$ cat src/updown_counter_defs.svh
// constants of the dual clock up/down counter
`ifndef UPDOWN_COUNTER_DEFS_SVH
`define UPDOWN_COUNTER_DEFS_SVH

`define CNT_WIDTH 4
`define CNT_RESET_VALUE 4'h0
`define CNT_MAX_VALUE 4'hF
`define CNT_MIN_VALUE 4'h0
`define CNT_STEP 4'h1
`define CLK_IDLE_LEVEL 1'h1
`define FLAG_IDLE_LEVEL 1'h1

`endif
$ cat src/counter_pkg.sv
// types shared by the dual clock up/down counter modules
`default_nettype none
`include "updown_counter_defs.svh"

package counter_pkg;

    typedef logic [`CNT_WIDTH-1:0] count_type;

    // operating mode, priority clear over load over count
    typedef enum logic [2:0] {
        MODE_CLEAR = 3'h1,
        MODE_LOAD  = 3'h2,
        MODE_COUNT = 3'h4
    } mode_type;

    // what the clock pair asks for in one cycle
    typedef enum logic [3:0] {
        STEP_HOLD    = 4'h1,
        STEP_UP      = 4'h2,
        STEP_DOWN    = 4'h4,
        STEP_BLOCKED = 4'h8
    } step_type;

    typedef struct packed {
        count_type count;
        mode_type mode;
        step_type last_step;
        logic carry_n;
        logic borrow_n;
    } counter_state_type;

    typedef struct packed {
        logic level;
    } edge_state_type;

endpackage

`default_nettype wire

$ cat src/count_clock_if.sv
// one count clock as seen by the counter: level and its edges
`timescale 1ns/1ps
`default_nettype none

interface count_clock_if;
    logic level;
    logic rise;
    logic fall;

    modport detector (
        output level,
        output rise,
        output fall
    );

    modport user (
        input level,
        input rise,
        input fall
    );
endinterface

`default_nettype wire

$ cat src/clk_edge_detect.sv
// edge detector for one sampled count clock
`timescale 1ns/1ps
`default_nettype none
`include "updown_counter_defs.svh"

module clk_edge_detect
    import counter_pkg::*;
(
    input wire logic clk_in,
    input wire logic rst_in,
    input wire logic level_in,
    count_clock_if.detector clk_if
);

    edge_state_type state_ff;
    edge_state_type nxt_state;

    always_comb begin
        nxt_state = state_ff;
        nxt_state.level = level_in;
    end

    // previous level starts high, so a clock held high through reset
    // gives no rising edge when reset is released
    always_ff @(posedge clk_in) begin
        if (rst_in) begin
            state_ff <= '{level: `CLK_IDLE_LEVEL};
        end else begin
            state_ff <= nxt_state;
        end
    end

    assign clk_if.level = level_in;
    assign clk_if.rise = level_in & ~state_ff.level;
    assign clk_if.fall = ~level_in & state_ff.level;

endmodule

`default_nettype wire

$ cat src/dual_clock_updown_counter4.sv
// 4-bit reversible counter with separate up and down count clocks
`timescale 1ns/1ps
`default_nettype none
`include "updown_counter_defs.svh"

module dual_clock_updown_counter4
    import counter_pkg::*;
(
    input wire logic clk_in,
    input wire logic rst_in,
    input wire logic up_count_clock_in,
    input wire logic down_count_clock_in,
    input wire logic preset_load_n_in,
    input wire logic master_clear_in,
    input wire logic [`CNT_WIDTH-1:0] preset_value_in,
    output logic [`CNT_WIDTH-1:0] count_value_out,
    output logic carry_out_n_out,
    output logic borrow_out_n_out
);

    // ----------------------------------------------------------------
    // state
    // ----------------------------------------------------------------

    counter_state_type state_ff;
    counter_state_type nxt_state;

    // ----------------------------------------------------------------
    // count clock edges
    // ----------------------------------------------------------------

    count_clock_if up_clk_if();
    count_clock_if down_clk_if();

    // edge history keeps running under clear and preset, so a clock
    // that was low there still yields its next rising edge
    clk_edge_detect up_edge_detect (
        .clk_in(clk_in),
        .rst_in(rst_in),
        .level_in(up_count_clock_in),
        .clk_if(up_clk_if)
    );

    clk_edge_detect down_edge_detect (
        .clk_in(clk_in),
        .rst_in(rst_in),
        .level_in(down_count_clock_in),
        .clk_if(down_clk_if)
    );

    // ----------------------------------------------------------------
    // mode selection
    // ----------------------------------------------------------------

    mode_type mode;

    always_comb begin
        if (master_clear_in) begin
            mode = MODE_CLEAR;
        end else if (!preset_load_n_in) begin
            mode = MODE_LOAD;
        end else begin
            mode = MODE_COUNT;
        end
    end

    // ----------------------------------------------------------------
    // step decision
    // ----------------------------------------------------------------

    step_type step;

    // a rising edge while the other clock is low does not step: the
    // first stage cannot toggle then, the driver must avoid it
    always_comb begin
        step = STEP_HOLD;
        if (up_clk_if.rise && down_clk_if.rise) begin
            step = STEP_BLOCKED;
        end else if (up_clk_if.rise) begin
            if (down_clk_if.level) begin
                step = STEP_UP;
            end else begin
                step = STEP_BLOCKED;
            end
        end else if (down_clk_if.rise) begin
            if (up_clk_if.level) begin
                step = STEP_DOWN;
            end else begin
                step = STEP_BLOCKED;
            end
        end
    end

    // ----------------------------------------------------------------
    // next count
    // ----------------------------------------------------------------

    count_type count_next;

    always_comb begin
        count_next = state_ff.count;
        case (mode)
            MODE_CLEAR: begin
                count_next = `CNT_RESET_VALUE;
            end
            MODE_LOAD: begin
                count_next = preset_value_in;
            end
            MODE_COUNT: begin
                case (step)
                    STEP_UP: begin
                        // 4-bit sum drops the carry, so 15 wraps to 0
                        count_next = count_type'(state_ff.count + `CNT_STEP);
                    end
                    STEP_DOWN: begin
                        // 4-bit difference, so 0 wraps to 15
                        count_next = count_type'(state_ff.count - `CNT_STEP);
                    end
                    STEP_HOLD: begin
                        count_next = state_ff.count;
                    end
                    STEP_BLOCKED: begin
                        count_next = state_ff.count;
                    end
                    default: begin
                        count_next = state_ff.count;
                    end
                endcase
            end
            default: begin
                count_next = `CNT_RESET_VALUE;
            end
        endcase
    end

    // ----------------------------------------------------------------
    // terminal count outputs
    // ----------------------------------------------------------------

    logic at_max;
    logic at_min;
    logic carry_n_next;
    logic borrow_n_next;

    // judged on the next count, so a preset to all ones or a clear
    // shows on the flags in the same cycle as on the count
    assign at_max = (count_next == `CNT_MAX_VALUE);
    assign at_min = (count_next == `CNT_MIN_VALUE);

    terminal_gate carry_gate (
        .at_terminal_in(at_max),
        .clk_if(up_clk_if),
        .flag_n_out(carry_n_next)
    );

    terminal_gate borrow_gate (
        .at_terminal_in(at_min),
        .clk_if(down_clk_if),
        .flag_n_out(borrow_n_next)
    );

    // ----------------------------------------------------------------
    // state update
    // ----------------------------------------------------------------

    always_comb begin
        nxt_state = state_ff;
        nxt_state.mode = mode;
        nxt_state.count = count_next;
        nxt_state.carry_n = carry_n_next;
        nxt_state.borrow_n = borrow_n_next;
        if (mode == MODE_COUNT && step != STEP_HOLD) begin
            nxt_state.last_step = step;
        end
    end

    always_ff @(posedge clk_in) begin
        if (rst_in) begin
            state_ff <= '{
                count: `CNT_RESET_VALUE,
                mode: MODE_COUNT,
                last_step: STEP_HOLD,
                carry_n: `FLAG_IDLE_LEVEL,
                borrow_n: `FLAG_IDLE_LEVEL
            };
        end else begin
            state_ff <= nxt_state;
        end
    end

    // ----------------------------------------------------------------
    // outputs
    // ----------------------------------------------------------------

    // all three come straight from the state register; a cascaded
    // stage sees carry and borrow aligned with this stage's count
    assign count_value_out = state_ff.count;
    assign carry_out_n_out = state_ff.carry_n;
    assign borrow_out_n_out = state_ff.borrow_n;

endmodule

`default_nettype wire

$ cat src/terminal_gate.sv
// active-low terminal count output: repeats the clock low phase at the end state
`timescale 1ns/1ps
`default_nettype none

module terminal_gate
    import counter_pkg::*;
(
    input wire logic at_terminal_in,
    count_clock_if.user clk_if,
    output logic flag_n_out
);

    // low only while at terminal and the clock is low
    assign flag_n_out = ~(at_terminal_in & ~clk_if.level);

endmodule

`default_nettype wire

$ cat config.mk
export PLATFORM = sky130hd
export DESIGN_NAME = dual_clock_updown_counter4
export DESIGN_NICKNAME = d
export VERILOG_FILES = /design/src/counter_pkg.sv /design/src/count_clock_if.sv /design/src/clk_edge_detect.sv /design/src/dual_clock_updown_counter4.sv /design/src/terminal_gate.sv
export VERILOG_INCLUDE_DIRS = /design/src
export SDC_FILE = /design/constraint.sdc
export NUM_CORES = 1
export LEC_CHECK = 0
export BUFFER_PORTS_ARGS = -buffer_cell sky130_fd_sc_hd__buf_2
export CAP_MARGIN = 20
export CELL_PAD_IN_SITES_DETAIL_PLACEMENT = 1
export CELL_PAD_IN_SITES_GLOBAL_PLACEMENT = 1
export CORE_AREA = 5 5 44 46
export DETAILED_ROUTE_END_ITERATION = 16
export DIE_AREA = 0 0 49 51
export PLACE_DENSITY = 0.84
export SLEW_MARGIN = 20
export SYNTH_ARGS = -nofsm -noshare
export SYNTH_HDL_FRONTEND = slang
export SYNTH_SLANG_ARGS = --single-unit
$ cat constraint.sdc
create_clock -name clk_in -period 6.7 [get_ports clk_in]
set_input_delay 1.34 -clock clk_in [delete_from_list [all_inputs] [get_ports clk_in]]
set_output_delay 1.34 -clock clk_in [all_outputs]
set_load 0.02 [all_outputs]
==> results of run 1 <==
==> cells in the mapped netlist <==
library cell  number
nor2_1             8
nand4_1            1
nand3_1            1
nand4bb_1          1
nand4b_1           3
nand2_1            3
nor3_1             2
nand3b_1           1
o22ai_1            1
or3b_2             1
and2_1             1
xor2_1             1
a21oi_1            1
o31ai_1            1
nor2b_1            1
inv_1              2
o21bai_1           1
nand2b_1           2
xnor2_1            3
o211ai_1           2
a2111oi_0          2
ha_1               1
or3_1              1
mux2i_1            2
or2_2              1
or4b_4             1
o2111ai_1          1
dfxtp_1            8
clkbuf_1           1
or4_1              2
a2111oi_4          1
nor3b_1            1
a31o_2             1
==> metrics by stage <==
step	worst slack, ns	instances	hold WS (ns)	instance area [um2]	util (%)
after CTS	3.374	93	0.6708	646.9	43.96
after global placement	3.148	90	0.6190	624.3	42.43
after floorplan	3.392	60	0.6636	533.0	-
final	3.362	93	0.6518	646.9	43.96
after detailed placement	3.114	90	0.6469	624.3	42.43
after global routing	3.299	93	0.7276	646.9	43.96
==> critical path: stages <==
cell,delay (ns)
buf_2,0.14
nand4b_1,0.17
xnor2_1,0.17
ha_1,0.20
or4b_4,0.51
a2111oi_4,0.29
nor3b_1,0.12
or4_1,0.51
==> cells by family (layout without fill, tap and decap cells) <==
kind of cell	count (synthesis)	count (layout)
AND/OR/NAND/NOR	31	31
AO/OA/AOI/OAI	11	11
flip-flops	8	8
XOR/XNOR	4	4
buffers and inverters	3	20
multiplexers	2	2
adder cells (fa/ha/maj)	1	1
==> power groups by stage <==
| stage | sequential (W) | clock (W) | combinational, W |
|---|---|---|---|
| 2_1_floorplan | 0.0000550 | 0 | 0.0000129 |
| 3_3_place_gp | 0.0000539 | 0 | 0.0000226 |
| 3_5_place_dp | 0.0000541 | 0 | 0.0000232 |
| 4_1_cts | 0.0000531 | 0.0000364 | 0.0000234 |
| 5_1_grt | 0.0000535 | 0.0000407 | 0.0000255 |
| 6_report | 0.0000531 | 0.0000344 | 0.0000232 |
==> worst max path at each step <==
stage / from / slack, ns / to / depth (start not counted)
floorplan: up_count_clock_in / 3.39 / carry_out_n_out$_SDFF_PP1_ / 7
detailed placement: up_count_clock_in / 3.11 / carry_out_n_out$_SDFF_PP1_ / 8
CTS: up_count_clock_in / 3.37 / carry_out_n_out$_SDFF_PP1_ / 8
finish: up_count_clock_in / 3.36 / carry_out_n_out$_SDFF_PP1_ / 8
global placement: up_count_clock_in / 3.15 / carry_out_n_out$_SDFF_PP1_ / 8
global route: up_count_clock_in / 3.30 / carry_out_n_out$_SDFF_PP1_ / 8
==> area by class of cell <==
type | count | area share [%]
clock buffers | 3 | 3.482
inverters | 2 | 1.161
multi-input cells | 49 | 55.90
flip-flops and latches | 8 | 24.76
well taps | 16 | 3.095
repair buffers | 15 | 11.61
==> sequential cells by signal, summed over array words and instances (netlist names) <==
signal                     flops
count_value_out                4
borrow_out_n_out               1
down_edge_detect.state_ff      1
carry_out_n_out                1
up_edge_detect.state_ff        1
==> layer usage <==
layer / global-route usage, % / part of all wire [%] / vias up
met5: 0 / 0 / -
li1: - / - / 265
met2: 21.96 / 47 / 22
met1: 12.65 / 44 / 245
met3: 6.977 / 8.8 / 0
met4: 1.345 / 0 / 0
==> flow_summary.ini, run 1 <==
[layout]
layout-drive-gt1-share_pct = 29.87
fillers = 196
mostFrequentLayoutCell = buf_2
regArea_um2 = 160.2
diodes = 0
syn_to_final_growth_pct = 21.36
nNetsFinal = 90
multiInputGateArea_um2 = 361.6
final_cell_mix = 15 x buf_2, 8 x nor2_1, 8 x dfxtp_1

[sta]
skew_ns = 0.0003988
hold_viol = 0
fin_tns_setup_ns = 0
setup_viol = 0
slew_headroom_pct = 70.04
drv_slew = 0
layout_worst_path_cycle_share_pct = 49.83
worstMarginPinSlew_ns = 0.4380
min_period_ns = 3.338
rsz0062_at_grt = no
max_freq_mhz = 299.5

[synth]
synth_cell_type_count = 33
synth_compound_area_share_pct = 19.48
synth.largest_area_cell = dfxtp_1
yosysSeqAreaShare_pct = 30.05
synth_xor_area_share_pct = 6.573
yosys_warnings = 0
yosys.area.top_type_share_pct = 30.05
netlist_top_cells_area = dfxtp_1 30%, nor2_1 5.6%, a2111oi_4 5.2%
synth_fp_nets = 71
syn-cell-area_um2 = 533.0
synthMuxAreaShare_pct = 3.756
synth_top_family_by_area = simple AND/OR/NAND/NOR gates
ys_seq_elements = 8
synthAdderAreaFrac_pct = 2.347
synth-simple-area-share_pct = 35.68
netlist_instances = 60
avgSynthCellArea_um2 = 8.884

[global_routing]
grt_antenna_before_repair = 0
grt_max_degree = 15
grt_usage_pct = 12.17
grt_overflow = 0
grt_pass1_vias = 581
grt_pass1_wl_mm = 2.401

[cts]
clk_latency_ns = 0.24
clockBufferDepth = 2
clk_transition_reported_paths_ns = 0.05
cts.repair.resized = 0
clock_sinks = 8
cts_setup_buffers = 0
cts-buffers-inserted = 3
cts_tree = built
cts.htree.levels = 1
cts-root-buf = clkbuf_4
cts_hold_buffers = 0

[die]
core_area_mm2 = 0.001471
die_x_um = 49
start_util_pct = 36.22
row_count = 14
dieArea_mm2 = 0.002499
ios = 16
die_y_um = 51

[placement]
dp_hpwl_mm = 1.135
gp_congestion = 0.7815
port_buffers = 15

[critical_path]
critPathLaunchType = input pin
cp_data_required_time_ns = 6.82
r2r_start = down_edge_detect.state_ff$_SDFF_PP1_
crit_type = input pin to register
endpoint_kind = register
arrival_ns = 3.45
cp_max_fo = 6
r2r_slack_ns = 4.15
timing.rr.end = carry_out_n_out$_SDFF_PP1_
worstRegToRegCells = 7

[routing]
drc = 0
postRouteAntennaNets = 0
dr.pass1.iters = 4
post_drt_wl_per_cell_um = 15.17
initialDrtViolationCount = 3
viasPerCell = 5.720
wl_mm = 1.411
vias = 532

[min_path]
worstHoldStart = count_value_out[3]$_SDFF_PP0_
hold_depth = 3
hold_path_end = count_value_out[3]$_SDFF_PP0_
holdCritPathClass = register to register

[status]
status = finished, final reports clean

[power_and_ir_drop]
p_total_w = 0.0001107
p_seq_share_pct = 48.0
ir_drop_uv = 148.1
clkPwrFrac_pct = 31.1
p_leak_nw = 0.2380
netSwitchingFraction_pct = 27.51
p_comb_share_pct = 20.9
p_int_w = 0.00008025
p_sw_w = 0.00003046
power.density_mw_per_mm2 = 171.1

[run]
drv_cap = 0
(Power assumes the default switching activity.)
==> run 2, diff against run 1 <==
--- a/config.mk
+++ b/config.mk
@@ -10,10 +10,10 @@
 export CAP_MARGIN = 20
 export CELL_PAD_IN_SITES_DETAIL_PLACEMENT = 1
 export CELL_PAD_IN_SITES_GLOBAL_PLACEMENT = 1
-export CORE_AREA = 5 5 44 46
+export CORE_AREA = 5 5 46 48
 export DETAILED_ROUTE_END_ITERATION = 16
-export DIE_AREA = 0 0 49 51
-export PLACE_DENSITY = 0.84
+export DIE_AREA = 0 0 51 53
+export PLACE_DENSITY = 0.78
 export SLEW_MARGIN = 20
 export SYNTH_ARGS = -nofsm -noshare
 export SYNTH_HDL_FRONTEND = slang
==> constraint.sdc (replaced) <==
create_clock -name clk_in -period 3.35 [get_ports clk_in]
set_input_delay 0.67 -clock clk_in [delete_from_list [all_inputs] [get_ports clk_in]]
set_output_delay 0.67 -clock clk_in [all_outputs]
set_load 0.02 [all_outputs]
==> flow_summary.ini, run 2 (synthesis gave the netlist of run 1 again) <==
[critical_path]
cp_data_required_time_ns = 3.48
endpoint_kind = register
timing.rr.end = carry_out_n_out$_SDFF_PP1_
r2r_start = up_edge_detect.state_ff$_SDFF_PP1_
crit_type = input pin to register
arrival_ns = 2.76
critPathLaunchType = input pin
r2r_slack_ns = 0.78
cp_max_fo = 6
worstRegToRegCells = 7

[cts]
clockBufferDepth = 2
cts-buffers-inserted = 3
cts-root-buf = clkbuf_4
cts_tree = built
clk_latency_ns = 0.25
clock_sinks = 8
cts.htree.levels = 1
cts_hold_buffers = 0
cts_setup_buffers = 0
cts.repair.resized = 0
clk_transition_reported_paths_ns = 0.05

[layout]
layout-drive-gt1-share_pct = 29.87
final_cell_mix = 15 x buf_2, 8 x nor2_1, 8 x dfxtp_1
mostFrequentLayoutCell = buf_2
largest_reg_flops = 4
syn_to_final_growth_pct = 21.60
fillers = 212
diodes = 0
nNetsFinal = 90

[die]
ios = 16
row_count = 15
start_util_pct = 31.91
die_y_um = 53
dieArea_mm2 = 0.002703
die_x_um = 51
core_area_mm2 = 0.001670

[global_routing]
grt_usage_pct = 12.75
grt_overflow = 0
grt_max_degree = 15
grt_pass1_vias = 535
grt_pass1_wl_mm = 2.525
grt_antenna_before_repair = 0

[sta]
slew_headroom_pct = 71.87
skew_ns = 0.003867
max_freq_mhz = 379.0
layout_worst_path_cycle_share_pct = 78.76
min_period_ns = 2.638
rsz0062_at_grt = no
fin_tns_setup_ns = 0
drv_slew = 0
setup_viol = 0
worstMarginPinSlew_ns = 0.4210
hold_viol = 0

[routing]
dr.pass1.iters = 4
postRouteAntennaNets = 0
vias = 524
post_drt_wl_per_cell_um = 15.57
drc = 0
viasPerCell = 5.574
initialDrtViolationCount = 3
wl_mm = 1.464

[placement]
gp_congestion = 0.7711
dp_hpwl_mm = 1.190
port_buffers = 15

[power_and_ir_drop]
p_total_w = 0.0002249
p_leak_nw = 0.2380
ir_drop_uv = 252.5
power.density_mw_per_mm2 = 347.0

[run]
drv_cap = 0

[min_path]
hold_path_end = count_value_out[3]$_SDFF_PP0_
worstHoldStart = count_value_out[3]$_SDFF_PP0_
hold_depth = 3
holdCritPathClass = register to register

[status]
status = finished, final reports clean
-- run 2: cell counts in the layout (fill, tap and decap cells not counted) --
No cell type changed its count.
-- run 2: how the worst max path moves through the flow --
stage,end,from
floorplan,carry_out_n_out$_SDFF_PP1_,up_count_clock_in
global placement,carry_out_n_out$_SDFF_PP1_,up_count_clock_in
detailed placement,carry_out_n_out$_SDFF_PP1_,up_count_clock_in
CTS,carry_out_n_out$_SDFF_PP1_,up_count_clock_in
global route,carry_out_n_out$_SDFF_PP1_,up_count_clock_in
finish,carry_out_n_out$_SDFF_PP1_,up_count_clock_in
-- run 2: layout make-up --
type	instances	area (um2)	area share, %
multi-input cells	49	361.6	55.79
flip-flops and latches	8	160.2	24.71
repair buffers	15	75.07	11.58
clock buffers	3	22.52	3.475
well taps	17	21.27	3.282
inverters	2	7.507	1.158
-- run 2: metrics by stage --
stage                     util, %  cell area (um2)  hold slack, ns  setup slack, ns  cells
after floorplan                 -            533.0          0.6636           0.7121     60
after global placement      37.45            625.6          0.6070           0.5193     91
after detailed placement    37.45            625.6          0.6375           0.4529     91
after CTS                   38.80            648.1          0.6502           0.7155     94
after global routing        38.80            648.1          0.6782           0.6089     94
final                       38.80            648.1          0.6443           0.7116     94
-- run 2: critical path, cell delays in order --
cell,delay (ns)
buf_2,0.13
nand4b_1,0.15
xnor2_1,0.17
ha_1,0.21
or4b_4,0.51
a2111oi_4,0.30
nor3b_1,0.13
or4_1,0.50
-- run 2: per-layer routing --
layer	track usage (%)	share of wire (%)	vias to the layer above	routed length, um
met5	0	0	-	0
met4	4.036	1.2	0	17
met3	4.507	3.2	2	47
met2	20.82	48	13	702
met1	15.51	48	247	696
li1	-	-	262	-
-- run 2: power breakdown --
group / switching (W) / internal (W) / total [W]
registers: 0.00000655 / 0.0000996 / 0.000106
clock network: 0.0000312 / 0.0000409 / 0.0000720
logic: 0.0000265 / 0.0000202 / 0.0000467
==> run 3, diff against run 2 <==
==> constraint.sdc (replaced) <==
create_clock -name clk_in -period 2.5 [get_ports clk_in]
set_input_delay 0.5 -clock clk_in [delete_from_list [all_inputs] [get_ports clk_in]]
set_output_delay 0.5 -clock clk_in [all_outputs]
set_load 0.02 [all_outputs]
==> flow_summary.ini, run 3 (synthesis gave the netlist of run 1 again) <==
[global_routing]
grt_pass1_wl_mm = 2.601
grt_usage_pct = 13.35
grt_pass1_vias = 576
grt_overflow = 0
grt_max_degree = 15
grt_antenna_before_repair = 0

[die]
core_area_mm2 = 0.001670
dieArea_mm2 = 0.002703
start_util_pct = 31.91
row_count = 15
die_y_um = 53
die_x_um = 51
ios = 16

[routing]
wl_mm = 1.610
drc = 0
initialDrtViolationCount = 6
postRouteAntennaNets = 0
post_drt_wl_per_cell_um = 15.94
viasPerCell = 5.584
vias = 564
dr.pass1.iters = 4

[power_and_ir_drop]
p_leak_nw = 0.2795
power.density_mw_per_mm2 = 439.9
ir_drop_uv = 378.2

[layout]
mostFrequentLayoutCell = buf_2
fillers = 216
largest_reg_flops = 4
regArea_um2 = 161.4
final_cell_mix = 15 x buf_2, 8 x nor2_1, 7 x dfxtp_1, 7 x buf_4
diodes = 0
syn_to_final_growth_pct = 34.51
multiInputGateArea_um2 = 376.6
nNetsFinal = 97
layout-drive-gt1-share_pct = 40.48

[cts]
cts_hold_buffers = 0
cts-buffers-inserted = 3
clockBufferDepth = 2
cts-root-buf = clkbuf_4
clk_latency_ns = 0.26
cts_tree = built
cts.htree.levels = 1
clock_sinks = 8
clk_transition_reported_paths_ns = 0.05

[critical_path]
cp_data_required_time_ns = 2.63
critPathLaunchType = register
cp_max_fo = 3
endpoint_kind = register
crit_type = register to register
arrival_ns = 2.53

[sta]
max_freq_mhz = 416.9
layout_worst_path_cycle_share_pct = 95.95
min_period_ns = 2.399
drv_slew = 0
hold_ws_ns = 0.4996
worstMarginPinSlew_ns = 0.3071
fin_tns_setup_ns = 0
worst_slack_ns = 0.1012
skew_ns = 0.002489
rsz0062_at_grt = no
setup_viol = 0
hold_viol = 0
slew_headroom_pct = 79.00

[placement]
dp_hpwl_mm = 1.258
place_ws_ns = -0.2282
gp_congestion = 0.8116
port_buffers = 15

[run]
drv_cap = 0

[status]
status = finished, final reports clean

[min_path]
holdCritPathClass = input pin to register
## run 3: worst paths after layout
| kind | start | end | depth (start not counted) | slack [ns] |
|---|---|---|---|---|
| setup reg to reg | down_edge_detect.state_ff$_SDFF_PP1_ | carry_out_n_out$_SDFF_PP1_ | 7 | 0.10 |
| hold reg to reg | count_value_out[3]$_SDFF_PP0_ | count_value_out[3]$_SDFF_PP0_ | 3 | 0.62 |
| setup / recovery | down_edge_detect.state_ff$_SDFF_PP1_ | carry_out_n_out$_SDFF_PP1_ | 7 | 0.10 |
| hold / removal | rst_in | count_value_out[2]$_SDFF_PP0_ | 2 | 0.50 |
## run 3: repair_timing
action                                  in CTS  in global routing
buffers inserted                             1                  0
pin swaps                                    6                  4
endpoints found under the setup margin       1                  1
resized for setup                            3                  1
## run 3: final cells by class
| cell class | count | share of cell area (%) |
|---|---|---|
| Multi-Input combinational cell | 49 | 52.53 |
| Tap cell | 17 | 2.967 |
| Inverter | 2 | 1.047 |
| Sequential cell | 8 | 22.51 |
| Clock buffer | 3 | 3.141 |
| Timing Repair Buffer | 22 | 17.80 |
## run 3: routing by layer
metal / up-vias / wire length (um) / GRT usage (%)
met5: - / 0 / 0
met4: 0 / 14 / 1.345
met3: 2 / 68 / 5.070
met2: 15 / 801 / 22.53
met1: 267 / 726 / 16.55
li1: 280 / - / -
## run 3: critical path, stage by stage, from the launching register on
cell	delay [ns]
dfxtp_2	0.31
nand4b_1	0.25
xnor2_2	0.19
ha_2	0.19
or4b_4	0.50
a2111oi_4	0.32
nor3b_2	0.10
or4_1	0.39
## run 3: through the flow
stage / power (W) / cells / instance area [um2] / utilization, %
detailed placement: 0.0002148 / 97 / 670.6 / 40.15
CTS: 0.0003187 / 101 / 709.4 / 42.47
global placement: 0.0002120 / 97 / 670.6 / 40.15
floorplan: 0.0001819 / 60 / 533.0 / -
finish: 0.0003154 / 101 / 716.9 / 42.92
global route: 0.0003370 / 101 / 716.9 / 42.92
## run 3: power by group
part	internal [W]	switching (W)	leakage, nW	total (W)
clock	0.0000550	0.0000446	0.0138	0.0000996
combinational	0.0000352	0.0000431	0.200	0.0000784
sequential	0.000133	0.00000388	0.0656	0.000137
total	0.000224	0.0000916	0.280	0.000315
